**config.mk**
```make
export PLATFORM = sky130hd
export DESIGN_NAME = acc_cal_ctrl
export DESIGN_NICKNAME = d
export VERILOG_FILES = /design/src/acc_trim_bank.v /design/src/acc_sync2.v /design/src/acc_cal_ctrl.v
export VERILOG_INCLUDE_DIRS = /design/src /design/src/include
export SDC_FILE = /design/constraint.sdc
export NUM_CORES = 1
export LEC_CHECK = 0
export BUFFER_PORTS_ARGS = -buffer_cell sky130_fd_sc_hd__buf_2
export CAP_MARGIN = 20
export CORE_MARGIN = 4
export CORE_UTILIZATION = 30
export DETAILED_ROUTE_END_ITERATION = 16
export HOLD_SLACK_MARGIN = 0.02
export PLACE_DENSITY_LB_ADDON = 0.1
export SLEW_MARGIN = 10
export SYNTH_ARGS = -nofsm -noshare
export SYNTH_HDL_FRONTEND = slang
export SYNTH_SLANG_ARGS = --single-unit
```
**constraint.sdc**
```tcl
create_clock -name ref_clk_in -period 5.5 [get_ports ref_clk_in]
set_input_delay 0 -clock ref_clk_in [delete_from_list [all_inputs] [get_ports ref_clk_in]]
set_output_delay 0 -clock ref_clk_in [all_outputs]
set_load 0.005 [all_outputs]
```
**src/include/acc_consts.vh**
```
/*
 Constants for the core calibration controller: register offsets, field positions,
 reset values and timing counts. Assumes inclusion by bare name from src files.
*/
`ifndef ACC_CONSTS_VH
`define ACC_CONSTS_VH

`define ACC_ADDR_W 8
`define ACC_OFS_CTRL 8'h00
`define ACC_OFS_STATUS 8'h04
`define ACC_OFS_TRIM_SEL 8'h08
`define ACC_OFS_TRIM_DATA 8'h0c
`define ACC_OFS_CAL_LEN 8'h10
`define ACC_OFS_SWAP_PERIOD 8'h14
`define ACC_OFS_SRC_DLY 8'h9a
`define ACC_OFS_MUX_DLY 8'h9b

`define ACC_CTRL_SOFT_TRIG 0
`define ACC_CTRL_TRIG_SEL 1
`define ACC_CTRL_BG_EN 2
`define ACC_CTRL_RESET 3'h0

`define ACC_ST_FG_BUSY 0
`define ACC_ST_FG_DONE 1
`define ACC_ST_BG_ACTIVE 2
`define ACC_ST_SPARE_LSB 4
`define ACC_ST_MAP_LSB 8

`define ACC_SRC_DLY_RESET 8'h00
`define ACC_MUX_DLY_RESET 8'h00
`define ACC_CAL_LEN_RESET 16'h0100
`define ACC_SWAP_PERIOD_RESET 16'h0400

`define ACC_NUM_CORES 6
`define ACC_NUM_TRIM 18
`define ACC_TRIM_W 8
`define ACC_TRIM_RESET 8'h80
`define ACC_MID_CODE 9'h000
`define ACC_SAMPLE_W 9

`endif

```
**src/acc_trim_bank.v**
```verilog
/*
 Trim value store: offset, gain and termination trims for each core, loaded with
 factory defaults at reset, readable and writable by software.
 Assumes a single clock and synchronous reset.
*/
module acc_trim_bank (
    input wire ref_clk_in,
    input wire reset_in,
    input wire [4:0] sel_in,
    input wire wr_in,
    input wire [7:0] wdata_in,
    output wire [7:0] rdata_out
);
`include "acc_consts.vh"

reg [7:0] trim_reg [0:`ACC_NUM_TRIM-1];

genvar gi;
generate
    for (gi = 0; gi < `ACC_NUM_TRIM; gi = gi + 1) begin : g_trim
        always @(posedge ref_clk_in) begin
            if (reset_in) begin
                trim_reg[gi] <= `ACC_TRIM_RESET;
            end else if (wr_in && sel_in == gi) begin
                trim_reg[gi] <= wdata_in;
            end
        end
    end
endgenerate

assign rdata_out = (sel_in < `ACC_NUM_TRIM) ? trim_reg[sel_in] : 8'h00;

endmodule // acc_trim_bank

```
**src/acc_sync2.v**
```verilog
/*
 Two-flop synchroniser for one asynchronous level.
 Assumes the destination clock is ref_clk_in.
*/
module acc_sync2 (
    input wire ref_clk_in,
    input wire reset_in,
    input wire async_in,
    output wire sync_out
);
reg meta_reg;
reg sync_reg;

always @(posedge ref_clk_in) begin
    if (reset_in) begin
        meta_reg <= 1'b0;
        sync_reg <= 1'b0;
    end else begin
        meta_reg <= async_in;
        sync_reg <= meta_reg;
    end
end

assign sync_out = sync_reg;

endmodule // acc_sync2

```
**src/acc_cal_ctrl.v**
```verilog
/*
 Calibration sequencer for six converter cores: foreground calibration with
 mid-code output, background rotation of spare cores, trim store and an Avalon-MM
 register slave. Assumes samples of all six cores arrive on ref_clk_in and the
 trigger pin is asynchronous.
// Behaviour
// - Foreground calibration takes all cores offline and outputs mid-code zero.
// - Six cores; foreground maps inputs A,B,C,D to cores 0,1,4,5.
// - Quad background: spare 2 covers cores 0,1; spare 3 covers 4,5.
// - Dual and single background: spare 2 covers core 0 only.
// - Calibration uses internal reference, not the analog input.
// - Factory trims for offset, gain, termination are readable and writable.
// - Foreground calibration runs automatically after every reset.
// - Trigger from pin or software bit, chosen by source select.
// - Background calibrates one core at a time; outputs never interrupted.
// - Calibrated core replaces next active core; rotation repeats forever.
*/
// Local design decision: register access over Avalon-MM.
module acc_cal_ctrl (
    input wire ref_clk_in,
    input wire reset_in,
    input wire [7:0] avs_address,
    input wire avs_read,
    input wire avs_write,
    input wire [31:0] avs_writedata,
    output wire [31:0] avs_readdata,
    output wire avs_waitrequest,
    input wire [1:0] variant_in,
    input wire calibration_trigger_pin_in,
    input wire [53:0] core_sample_in,
    output wire [5:0] core_cal_out,
    output wire [5:0] core_online_out,
    output wire [5:0] cal_ref_sel_out,
    output wire [35:0] channel_data_out,
    output wire fg_busy_out
);
`include "acc_consts.vh"

localparam ST_FG_CAL = 2'h0;
localparam ST_IDLE = 2'h1;
localparam ST_BG_RUN = 2'h2;
localparam ST_BG_CAL = 2'h3;

// Variant codes: 0 quad, 1 dual, 2 single
localparam VAR_QUAD = 2'h0;

reg [1:0] state_reg;
reg [1:0] state_next;
reg [15:0] cnt_reg;
reg [15:0] cnt_next;
reg [2:0] ctrl_reg;
reg [7:0] src_dly_reg;
reg [7:0] mux_dly_reg;
reg [15:0] cal_len_reg;
reg [15:0] swap_period_reg;
reg [4:0] trim_sel_reg;
reg fg_done_reg;
reg trig_prev_reg;
reg ack_reg;
reg [31:0] rdata_reg;
// Background rotation: slot index and per-slot core assignment
reg [1:0] slot_reg;
reg [1:0] slot_next;
reg [2:0] map_a_reg;
reg [2:0] map_b_reg;
reg [2:0] map_c_reg;
reg [2:0] map_d_reg;
reg [2:0] spare0_reg;
reg [2:0] spare1_reg;
reg [35:0] data_reg;

wire pin_sync;
wire trig_src;
wire trig_rise;
wire [7:0] trim_rdata;
wire bus_req;
wire wr_hit;
wire [5:0] cal_mask;
wire quad;

acc_sync2 u_sync (
    .ref_clk_in(ref_clk_in),
    .reset_in(reset_in),
    .async_in(calibration_trigger_pin_in),
    .sync_out(pin_sync)
);

acc_trim_bank u_trim (
    .ref_clk_in(ref_clk_in),
    .reset_in(reset_in),
    .sel_in(trim_sel_reg),
    .wr_in(wr_hit && avs_address == `ACC_OFS_TRIM_DATA),
    .wdata_in(avs_writedata[7:0]),
    .rdata_out(trim_rdata)
);

assign quad = (variant_in == VAR_QUAD);
// Trigger source select: 1 picks the pin, 0 the software bit
assign trig_src = ctrl_reg[`ACC_CTRL_TRIG_SEL] ? pin_sync
                                               : ctrl_reg[`ACC_CTRL_SOFT_TRIG];
assign trig_rise = trig_src && !trig_prev_reg;

// Bus: one wait cycle per access, then acknowledge
assign bus_req = avs_read || avs_write;
assign avs_waitrequest = bus_req && !ack_reg;
assign wr_hit = avs_write && !ack_reg;
assign avs_readdata = rdata_reg;

always @(posedge ref_clk_in) begin
    if (reset_in) begin
        ack_reg <= 1'b0;
    end else begin
        ack_reg <= bus_req && !ack_reg;
    end
end

always @(posedge ref_clk_in) begin
    if (reset_in) begin
        ctrl_reg <= `ACC_CTRL_RESET;
        src_dly_reg <= `ACC_SRC_DLY_RESET;
        mux_dly_reg <= `ACC_MUX_DLY_RESET;
        cal_len_reg <= `ACC_CAL_LEN_RESET;
        swap_period_reg <= `ACC_SWAP_PERIOD_RESET;
        trim_sel_reg <= 5'h00;
    end else if (wr_hit) begin
        if (avs_address == `ACC_OFS_CTRL) begin
            ctrl_reg <= avs_writedata[2:0];
        end else if (avs_address == `ACC_OFS_TRIM_SEL) begin
            trim_sel_reg <= avs_writedata[4:0];
        end else if (avs_address == `ACC_OFS_CAL_LEN) begin
            cal_len_reg <= avs_writedata[15:0];
        end else if (avs_address == `ACC_OFS_SWAP_PERIOD) begin
            swap_period_reg <= avs_writedata[15:0];
        end else if (avs_address == `ACC_OFS_SRC_DLY) begin
            src_dly_reg <= avs_writedata[7:0];
        end else if (avs_address == `ACC_OFS_MUX_DLY) begin
            mux_dly_reg <= avs_writedata[7:0];
        end
    end
end

always @(posedge ref_clk_in) begin
    if (reset_in) begin
        rdata_reg <= 32'h0000_0000;
    end else if (avs_read && !ack_reg) begin
        if (avs_address == `ACC_OFS_CTRL) begin
            rdata_reg <= {29'h0000_0000, ctrl_reg};
        end else if (avs_address == `ACC_OFS_STATUS) begin
            rdata_reg <= {12'h000, map_d_reg, map_c_reg, map_b_reg, map_a_reg,
                          1'b0, spare1_reg, 1'b0, state_reg == ST_BG_CAL,
                          fg_done_reg, state_reg == ST_FG_CAL};
        end else if (avs_address == `ACC_OFS_TRIM_SEL) begin
            rdata_reg <= {27'h0000000, trim_sel_reg};
        end else if (avs_address == `ACC_OFS_TRIM_DATA) begin
            rdata_reg <= {24'h000000, trim_rdata};
        end else if (avs_address == `ACC_OFS_CAL_LEN) begin
            rdata_reg <= {16'h0000, cal_len_reg};
        end else if (avs_address == `ACC_OFS_SWAP_PERIOD) begin
            rdata_reg <= {16'h0000, swap_period_reg};
        end else if (avs_address == `ACC_OFS_SRC_DLY) begin
            rdata_reg <= {24'h000000, src_dly_reg};
        end else if (avs_address == `ACC_OFS_MUX_DLY) begin
            rdata_reg <= {24'h000000, mux_dly_reg};
        end else begin
            rdata_reg <= 32'h0000_0000;
        end
    end
end

// Sequencer
always @* begin
    state_next = state_reg;
    cnt_next = cnt_reg;
    slot_next = slot_reg;
    case (state_reg)
        ST_FG_CAL: begin
            if (cnt_reg >= cal_len_reg) begin
                state_next = ST_IDLE;
                cnt_next = 16'h0000;
            end else begin
                cnt_next = cnt_reg + 16'h0001;
            end
        end
        ST_IDLE: begin
            if (trig_rise && !ctrl_reg[`ACC_CTRL_BG_EN]) begin
                state_next = ST_FG_CAL;
                cnt_next = 16'h0000;
            end else if (ctrl_reg[`ACC_CTRL_BG_EN] && trig_src) begin
                state_next = ST_BG_CAL;
                cnt_next = 16'h0000;
            end
        end
        ST_BG_CAL: begin
            if (!ctrl_reg[`ACC_CTRL_BG_EN]) begin
                state_next = ST_IDLE;
            end else if (cnt_reg >= cal_len_reg) begin
                state_next = ST_BG_RUN;
                cnt_next = 16'h0000;
                slot_next = slot_reg + 2'h1;
            end else begin
                cnt_next = cnt_reg + 16'h0001;
            end
        end
        default: begin
            if (!ctrl_reg[`ACC_CTRL_BG_EN]) begin
                state_next = ST_IDLE;
            end else if (cnt_reg >= swap_period_reg) begin
                state_next = ST_BG_CAL;
                cnt_next = 16'h0000;
            end else begin
                cnt_next = cnt_reg + 16'h0001;
            end
        end
    endcase
end

always @(posedge ref_clk_in) begin
    if (reset_in) begin
        state_reg <= ST_FG_CAL;
        cnt_reg <= 16'h0000;
        slot_reg <= 2'h0;
        fg_done_reg <= 1'b0;
        trig_prev_reg <= 1'b0;
    end else begin
        state_reg <= state_next;
        cnt_reg <= cnt_next;
        slot_reg <= slot_next;
        trig_prev_reg <= trig_src;
        if (state_next == ST_FG_CAL) begin
            fg_done_reg <= 1'b0;
        end else if (state_reg == ST_FG_CAL) begin
            fg_done_reg <= 1'b1;
        end
    end
end

// Core map: finished spare takes over the next active core of its pair
always @(posedge ref_clk_in) begin
    if (reset_in || state_reg == ST_FG_CAL || state_reg == ST_IDLE) begin
        map_a_reg <= 3'h0;
        map_b_reg <= 3'h1;
        map_c_reg <= 3'h4;
        map_d_reg <= 3'h5;
        spare0_reg <= 3'h2;
        spare1_reg <= 3'h3;
    end else if (state_reg == ST_BG_CAL && state_next == ST_BG_RUN) begin
        if (!quad || !slot_reg[0]) begin
            if (!quad || map_a_reg != 3'h0 || slot_reg[1]) begin
                map_a_reg <= spare0_reg;
                spare0_reg <= map_a_reg;
            end else begin
                map_b_reg <= spare0_reg;
                spare0_reg <= map_b_reg;
            end
        end else begin
            if (slot_reg[1]) begin
                map_c_reg <= spare1_reg;
                spare1_reg <= map_c_reg;
            end else begin
                map_d_reg <= spare1_reg;
                spare1_reg <= map_d_reg;
            end
        end
    end
end

// At most one core calibrates at a time in background; none between swaps
assign cal_mask = (state_reg == ST_FG_CAL) ? 6'h3f :
                  (state_reg != ST_BG_CAL) ? 6'h00 :
                  (quad && slot_reg[0]) ? (6'h01 << spare1_reg) :
                  (6'h01 << spare0_reg);
assign core_cal_out = cal_mask;
assign cal_ref_sel_out = cal_mask;
assign core_online_out = (state_reg == ST_FG_CAL) ? 6'h00 : ~cal_mask;
assign fg_busy_out = (state_reg == ST_FG_CAL);

// Output register: the mux select changes only between whole samples
always @(posedge ref_clk_in) begin
    if (reset_in) begin
        data_reg <= 36'h0;
    end else if (state_reg == ST_FG_CAL) begin
        data_reg <= {4{`ACC_MID_CODE}};
    end else begin
        data_reg <= {core_sample_in[map_d_reg*9 +: 9], core_sample_in[map_c_reg*9 +: 9],
                     core_sample_in[map_b_reg*9 +: 9],
                     core_sample_in[map_a_reg*9 +: 9]};
    end
end

assign channel_data_out = data_reg;

endmodule // acc_cal_ctrl

```
==> Yosys cells after proc, flatten, opt, wreduce, memory -nomap -nowiden <==
Memory sizes are Yosys's and may differ from the RTL's. A register that Yosys moved wholly into a read port is not among the register bits.
Index checks and enable logic that the tools add are counted.
Widths: inputs -> output; s select.
{ "word_totals": {"ff_bits": 167, "mem_bits_rw": 144, "output_inout_bits": 88, "n_memories": 1} }
{ "op_classes": {"n_addsub": 2, "mul": 4, "order_cmp": 3, "n_eq_ne": 30, "shift": 6, "n_mux": 107, "bitwise": 27, "n_reduce_logical": 61} }
{ "mem_list": {"columns": ["name", "depth", "word_bits", "read_ports", "rd_clocked_by_memory_dff", "write_ports", "line", "source"], "rows": [
  ["u_trim.trim_reg", 18, 8, 1, 1, 18, "acc_trim_bank.v:16", "reg [7:0] trim_reg [0:`ACC_NUM_TRIM-1];"]
]} }
{ "op_table": {"columns": ["op", "count"], "rows": [
  ["$shiftx 54x8->9", 4],
  ["$mux 8", 21],
  ["$mux 16", 10],
  ["$mux 1", 57],
  ["$pmux 16 s3", 1],
  ["$eq 5x4->1 const B", 8],
  ["$mux 20", 2],
  ["$ge 16x16->1", 2],
  ["$mul 3x4->7 const B", 4],
  ["$logic_and 1x1->1", 27],
  ["$mux 6", 4],
  ["$reduce_and 3->1", 7],
  ["$eq 5x3->1 const B", 4],
  ["$or 1x1->1", 18],
  ["$add 16x1->16 const B", 1],
  ["$eq 8x4->1 const B", 2],
  ["$eq 8x5->1 const B", 2],
  ["$eq 8x8->1 const B", 2],
  ["$mux 2", 7],
  ["$shl 1x3->6 const A", 2],
  ["$eq 5x2->1 const B", 2],
  ["$eq 5x5->1 const B", 2],
  ["$mux 5", 2],
  ["$eq 8x3->1 const B", 1],
  ["23 further kinds", 48]
]} }

==> Logic depth before layout (Yosys ltp) <==
{ "depth": {"depth_word": 9, "mapped_depth": 11} }

==> Modules after synthesis <==
A second synthesis with hierarchy kept.
{ "unflattened": {"hier_cells": 1534, "hier_area_um2": 15959.1} }
{ "by_module_without_submodules": {"columns": ["mod", "instances", "cells_per_inst", "area_per_inst_um2"], "rows": [
  ["acc_cal_ctrl", 1, 1018, 8901.0],
  ["acc_trim_bank", 1, 512, 7005.5],
  ["acc_sync2", 1, 4, 52.6]
]} }

==> Worst setup path after synthesis <==
Ideal clock, no wire load.
{ "synth_path": {"kind": "register to register", "start": "register cnt_reg[0]", "end": "register spare0_reg[1]", "setup_ps": 120, "t_arrival_ps": 2707, "slack_ps": 2674, "stages_incl_launch_ff": 12, "path_buffers": 1, "synth_period_minus_slack_ps": 2826, "path_cell_list": "dfxtp_1 -> inv_1 -> ha_1 -> nand2b_1 -> a2111oi_0 -> nand3b_1 -> nand3b_2 -> o221a_2 -> a21o_1 -> or3_1 -> buf_6 -> a211o_1"} }
{ "synth_between": {"elab_chain_len": 7} }
{ "synth_rtl": {"columns": ["item", "line", "source"], "rows": [
  ["start: declaration", "acc_cal_ctrl.v:49", "reg [15:0] cnt_reg;"],
  ["start signal: assignment", "acc_cal_ctrl.v:226", "cnt_reg <= cnt_next;"],
  ["$ge 16x16->1 (on tied branches)", "acc_cal_ctrl.v:207, acc_cal_ctrl.v:177, acc_cal_ctrl.v:196", null],
  ["$mux 2 (on tied branches)", "acc_cal_ctrl.v:207, acc_cal_ctrl.v:196", null],
  ["$mux 2 (on tied branches)", "acc_cal_ctrl.v:205, acc_cal_ctrl.v:194", null],
  ["$pmux 2 s3 *", "acc_cal_ctrl.v:175", "case (state_reg)"],
  ["$eq 2x2->1 *", "acc_cal_ctrl.v:246", "end else if (state_reg == ST_BG_CAL && state_next == ST_BG_RUN) begin"],
  ["$logic_and 1x1->1 *", "acc_cal_ctrl.v:246", null],
  ["$reduce_and 2->1 (no source line) *", null, null],
  ["end signal: assignment", "acc_cal_ctrl.v:250", "spare0_reg <= map_a_reg;"],
  ["end signal: assignment", "acc_cal_ctrl.v:253", "spare0_reg <= map_b_reg;"],
  ["end: declaration", "acc_cal_ctrl.v:68", "reg [2:0] spare0_reg;"]
]} }
Every way passes the cells marked *; elsewhere a longest branch is shown, timed or not.
A chain may end at the register's enable or synchronous reset.

==> Worst setup path in the final report <==
Ends and elaborated chain as after synthesis.

==> impl_metrics.yaml <==
floorplan:
  core-area_sq_um: 51700
  dieHeight_microns: 237
  dieArea_sq_um: 56300
  die_w_microns: 237
  start_util_pct: 30.5
  ios: 189
  num_rows: 83
global_route:
  grt_remaining_overflow: 0
  grt_max_degree: 69
  grt_pass1_wl_mm: 73.4
  grt_pass1_vias: 11800
  grtUsageTotal_pct: 16.8
  antenna_found_initial: 1
job:
  cap_violations: 0
sta:
  slew_viol_final: 0
  hold_violations: 0
  post-route-period-util_pct: 62.6
  relSlewSlack_pct: 27.2
  period_needed_ns: 3.44
  fin_skew_ns: 0.0229
  worst_slew_pin_slew_ns: 1.09
  setup_viol: 0
  fmax_ghz: 0.290
  finalSetupTns_ns: 0
  rsz0062_at_grt: "no"
final_layout:
  fill_cells: 5163
  final_cell_mix: "159 x dfxtp_1, 159 x buf_2, 152 x nor2_1, 144 x edfxtp_1, 127 x and2_1"
  stdcell_area_sq_um: 19300
  final_util_pct: 37.3
  finalNetCount: 1791
  layout-drive-gt1-share_pct: 20.9
  area_growth_pct: 22.3
  largest_register_ffs: 144
yosys:
  ys_seq_area_share_pct: 47.7
  yosysWarnings: 0
  syn-cell-area_sq_um: 15800
  ys_ff_latch: 304
  synth_edf_count: 144
  async_flop_share_pct: 0
  synth.distinct_cells: 66
  syn_inst: 1445
  syn_avg_cell_area_sq_um: 10.9
  dominantRegCellSynth: "dfxtp_1"
cts:
  clock-sinks: 304
  cts-root-buf: "clkbuf_16"
  tritoncts: "built"
  cts_buffers: 39
  clk_pin_slew_ns: 0.06
  clock_path_buffers: 3
  cts_max_level: 2
  cts_resized: 0
  clk_latency_ns: 0.56
  cts_setup_buffers: 0
outcome:
  outcome: "complete, no violations"
drt:
  drt-total-wl_mm: 48.4
  dr.pass1.iters: 5
  wl_per_cell_microns: 20.5
  drc: 0
  drt_iter0_markers: 750
  vias: 11900
  via_per_inst: 5.05
  ant_nets: 0
worst_hold_path:
  hp-class: "input pin to flip-flop"
placed_design:
  routabilityCongestion: 0.810
  io_buffers: 160
  dpl-instance-area_sq_um: 17000
  post-dp-hpwl_mm: 31.9
power_and_ir_drop:
  ir_worst_vdd_uv: 181
  pwr_density_cell_nw_per_um2: 296
  power.leakage_nw: 7.28
setup_path:
  crit_fanout: 12
  cpPeakStageDelay_ns: 0.57
  cp_num_buf_inv: 1
  slowest_stage: "or3_1"
  crit_type: "flip-flop to flip-flop"
  arrival_ns: 3.90
  crit_chain: "inv_1, ha_1, nand2b_1, a2111oi_0, nand3b_1, nand3b_2, o221a_2, a21o_1, or3_1, a211o_1"
  cp.required_ns: 5.95
  cpLargestDelayFamily: "compound AO/OA/AOI/OAI gates"
  start_kind: "flip-flop"
  worstSetupEndpointType: "flip-flop"
-- power by group --
part	internal (mW)	leakage [nW]	total, mW	switching [mW]
sequential	2.45	2.71	2.49	0.0417
clock	1.46	0.614	2.51	1.05
combinational	0.303	3.95	0.720	0.416
total	4.21	7.28	5.72	1.51
-- timing repair --
| item | CTS | global route |
|---|---|---|
| setup endpoints to repair | 0 | 0 |
| hold buffers | 105 | 0 |
| hold endpoints to repair | 101 | 0 |
-- through the flow --
step	hold slack, ns	total power [mW]	cells	setup slack [ns]
after floorplan	0.124	2.96	1456	2.67
after global placement	0.213	3.20	2187	2.02
after detailed placement	0.230	3.20	2187	1.99
after CTS	0.0301	5.80	2362	1.99
after global routing	0.0696	5.97	2363	1.87
final	0.0708	5.72	2363	2.06
-- Yosys cell counts, types with 12 or more instances --
cell | number | area share (%)
a21oi_1 | 49 | 1.6
a22oi_1 | 45 | 2.1
and2_1 | 127 | 5.0
buf_1 | 12 | 0.29
buf_4 | 21 | 1.0
clkbuf_1 | 75 | 1.8
dfxtp_1 | 160 | 20
edfxtp_1 | 144 | 27
ha_1 | 37 | 2.9
inv_1 | 54 | 1.3
mux2_2 | 37 | 2.6
mux2i_1 | 78 | 4.9
mux4_2 | 73 | 10
nand2_1 | 86 | 2.0
nand2b_1 | 14 | 0.56
nand3_1 | 31 | 0.98
nor2_1 | 152 | 3.6
nor3_1 | 26 | 0.82
o21ai_0 | 23 | 0.73
o21bai_1 | 17 | 0.81
or3_1 | 19 | 0.75
-- tightest hold or removal path: cells and delay by family --
family / cells / cell delay (ns)
AO/OA/AOI/OAI: 1 / 0.07
buffers and inverters: 2 / 0.33
AND/OR/NAND/NOR: 2 / 0.16
-- per-layer routing --
metal | share of wire (%) | wire length (microns) | global-route usage [%] | vias up
met5 | 0 | 0 | 0 | -
met4 | 2.7 | 1280 | 5.11 | 0
met3 | 4.8 | 2300 | 2.58 | 74
met2 | 45 | 21600 | 25.8 | 322
met1 | 48 | 23100 | 24.5 | 5885
li1 | - | - | - | 5656
-- path summary, 6_finish.rpt --
| check | startpoint | end | slack [ns] | cells after the start |
|---|---|---|---|---|
| worst max-delay path | cnt_reg[0] | spare0_reg[1] | 2.06 | 10 |
| worst min register to register | swap_period_reg[5] | swap_period_reg[5] | 0.45 | 2 |
| worst max register to register | cnt_reg[0] | spare0_reg[1] | 2.06 | 10 |
| worst min-delay path | avs_read | avs_readdata[6] | 0.07 | 5 |
-- layout make-up --
| class | instances | area, sq um | area share, % |
|---|---|---|---|
| Antenna cell | 1 | 2.50 | 0.0130 |
| Clock buffer | 48 | 1050 | 5.44 |
| Clock inverter | 22 | 186 | 0.966 |
| Inverter | 56 | 210 | 1.09 |
| Multi-Input combinational cell | 976 | 7530 | 39.0 |
| Sequential cell | 304 | 7530 | 39.0 |
| Tap cell | 680 | 851 | 4.41 |
| Timing Repair Buffer | 276 | 1940 | 10.0 |
-- cell families (layout without fill, tap and decap cells) --
group	after synthesis	in the layout	synth area share, %
AND/OR/NAND/NOR	512	512	16.4
flip-flops	304	304	47.7
AO/OA/AOI/OAI	210	210	9.08
multiplexers	188	188	18.0
buffers and inverters	176	402	4.86
adder cells (fa/ha/maj)	37	37	2.93
XOR/XNOR	17	17	0.944
other	1	13	0.0238
(Power assumes the default switching activity.)
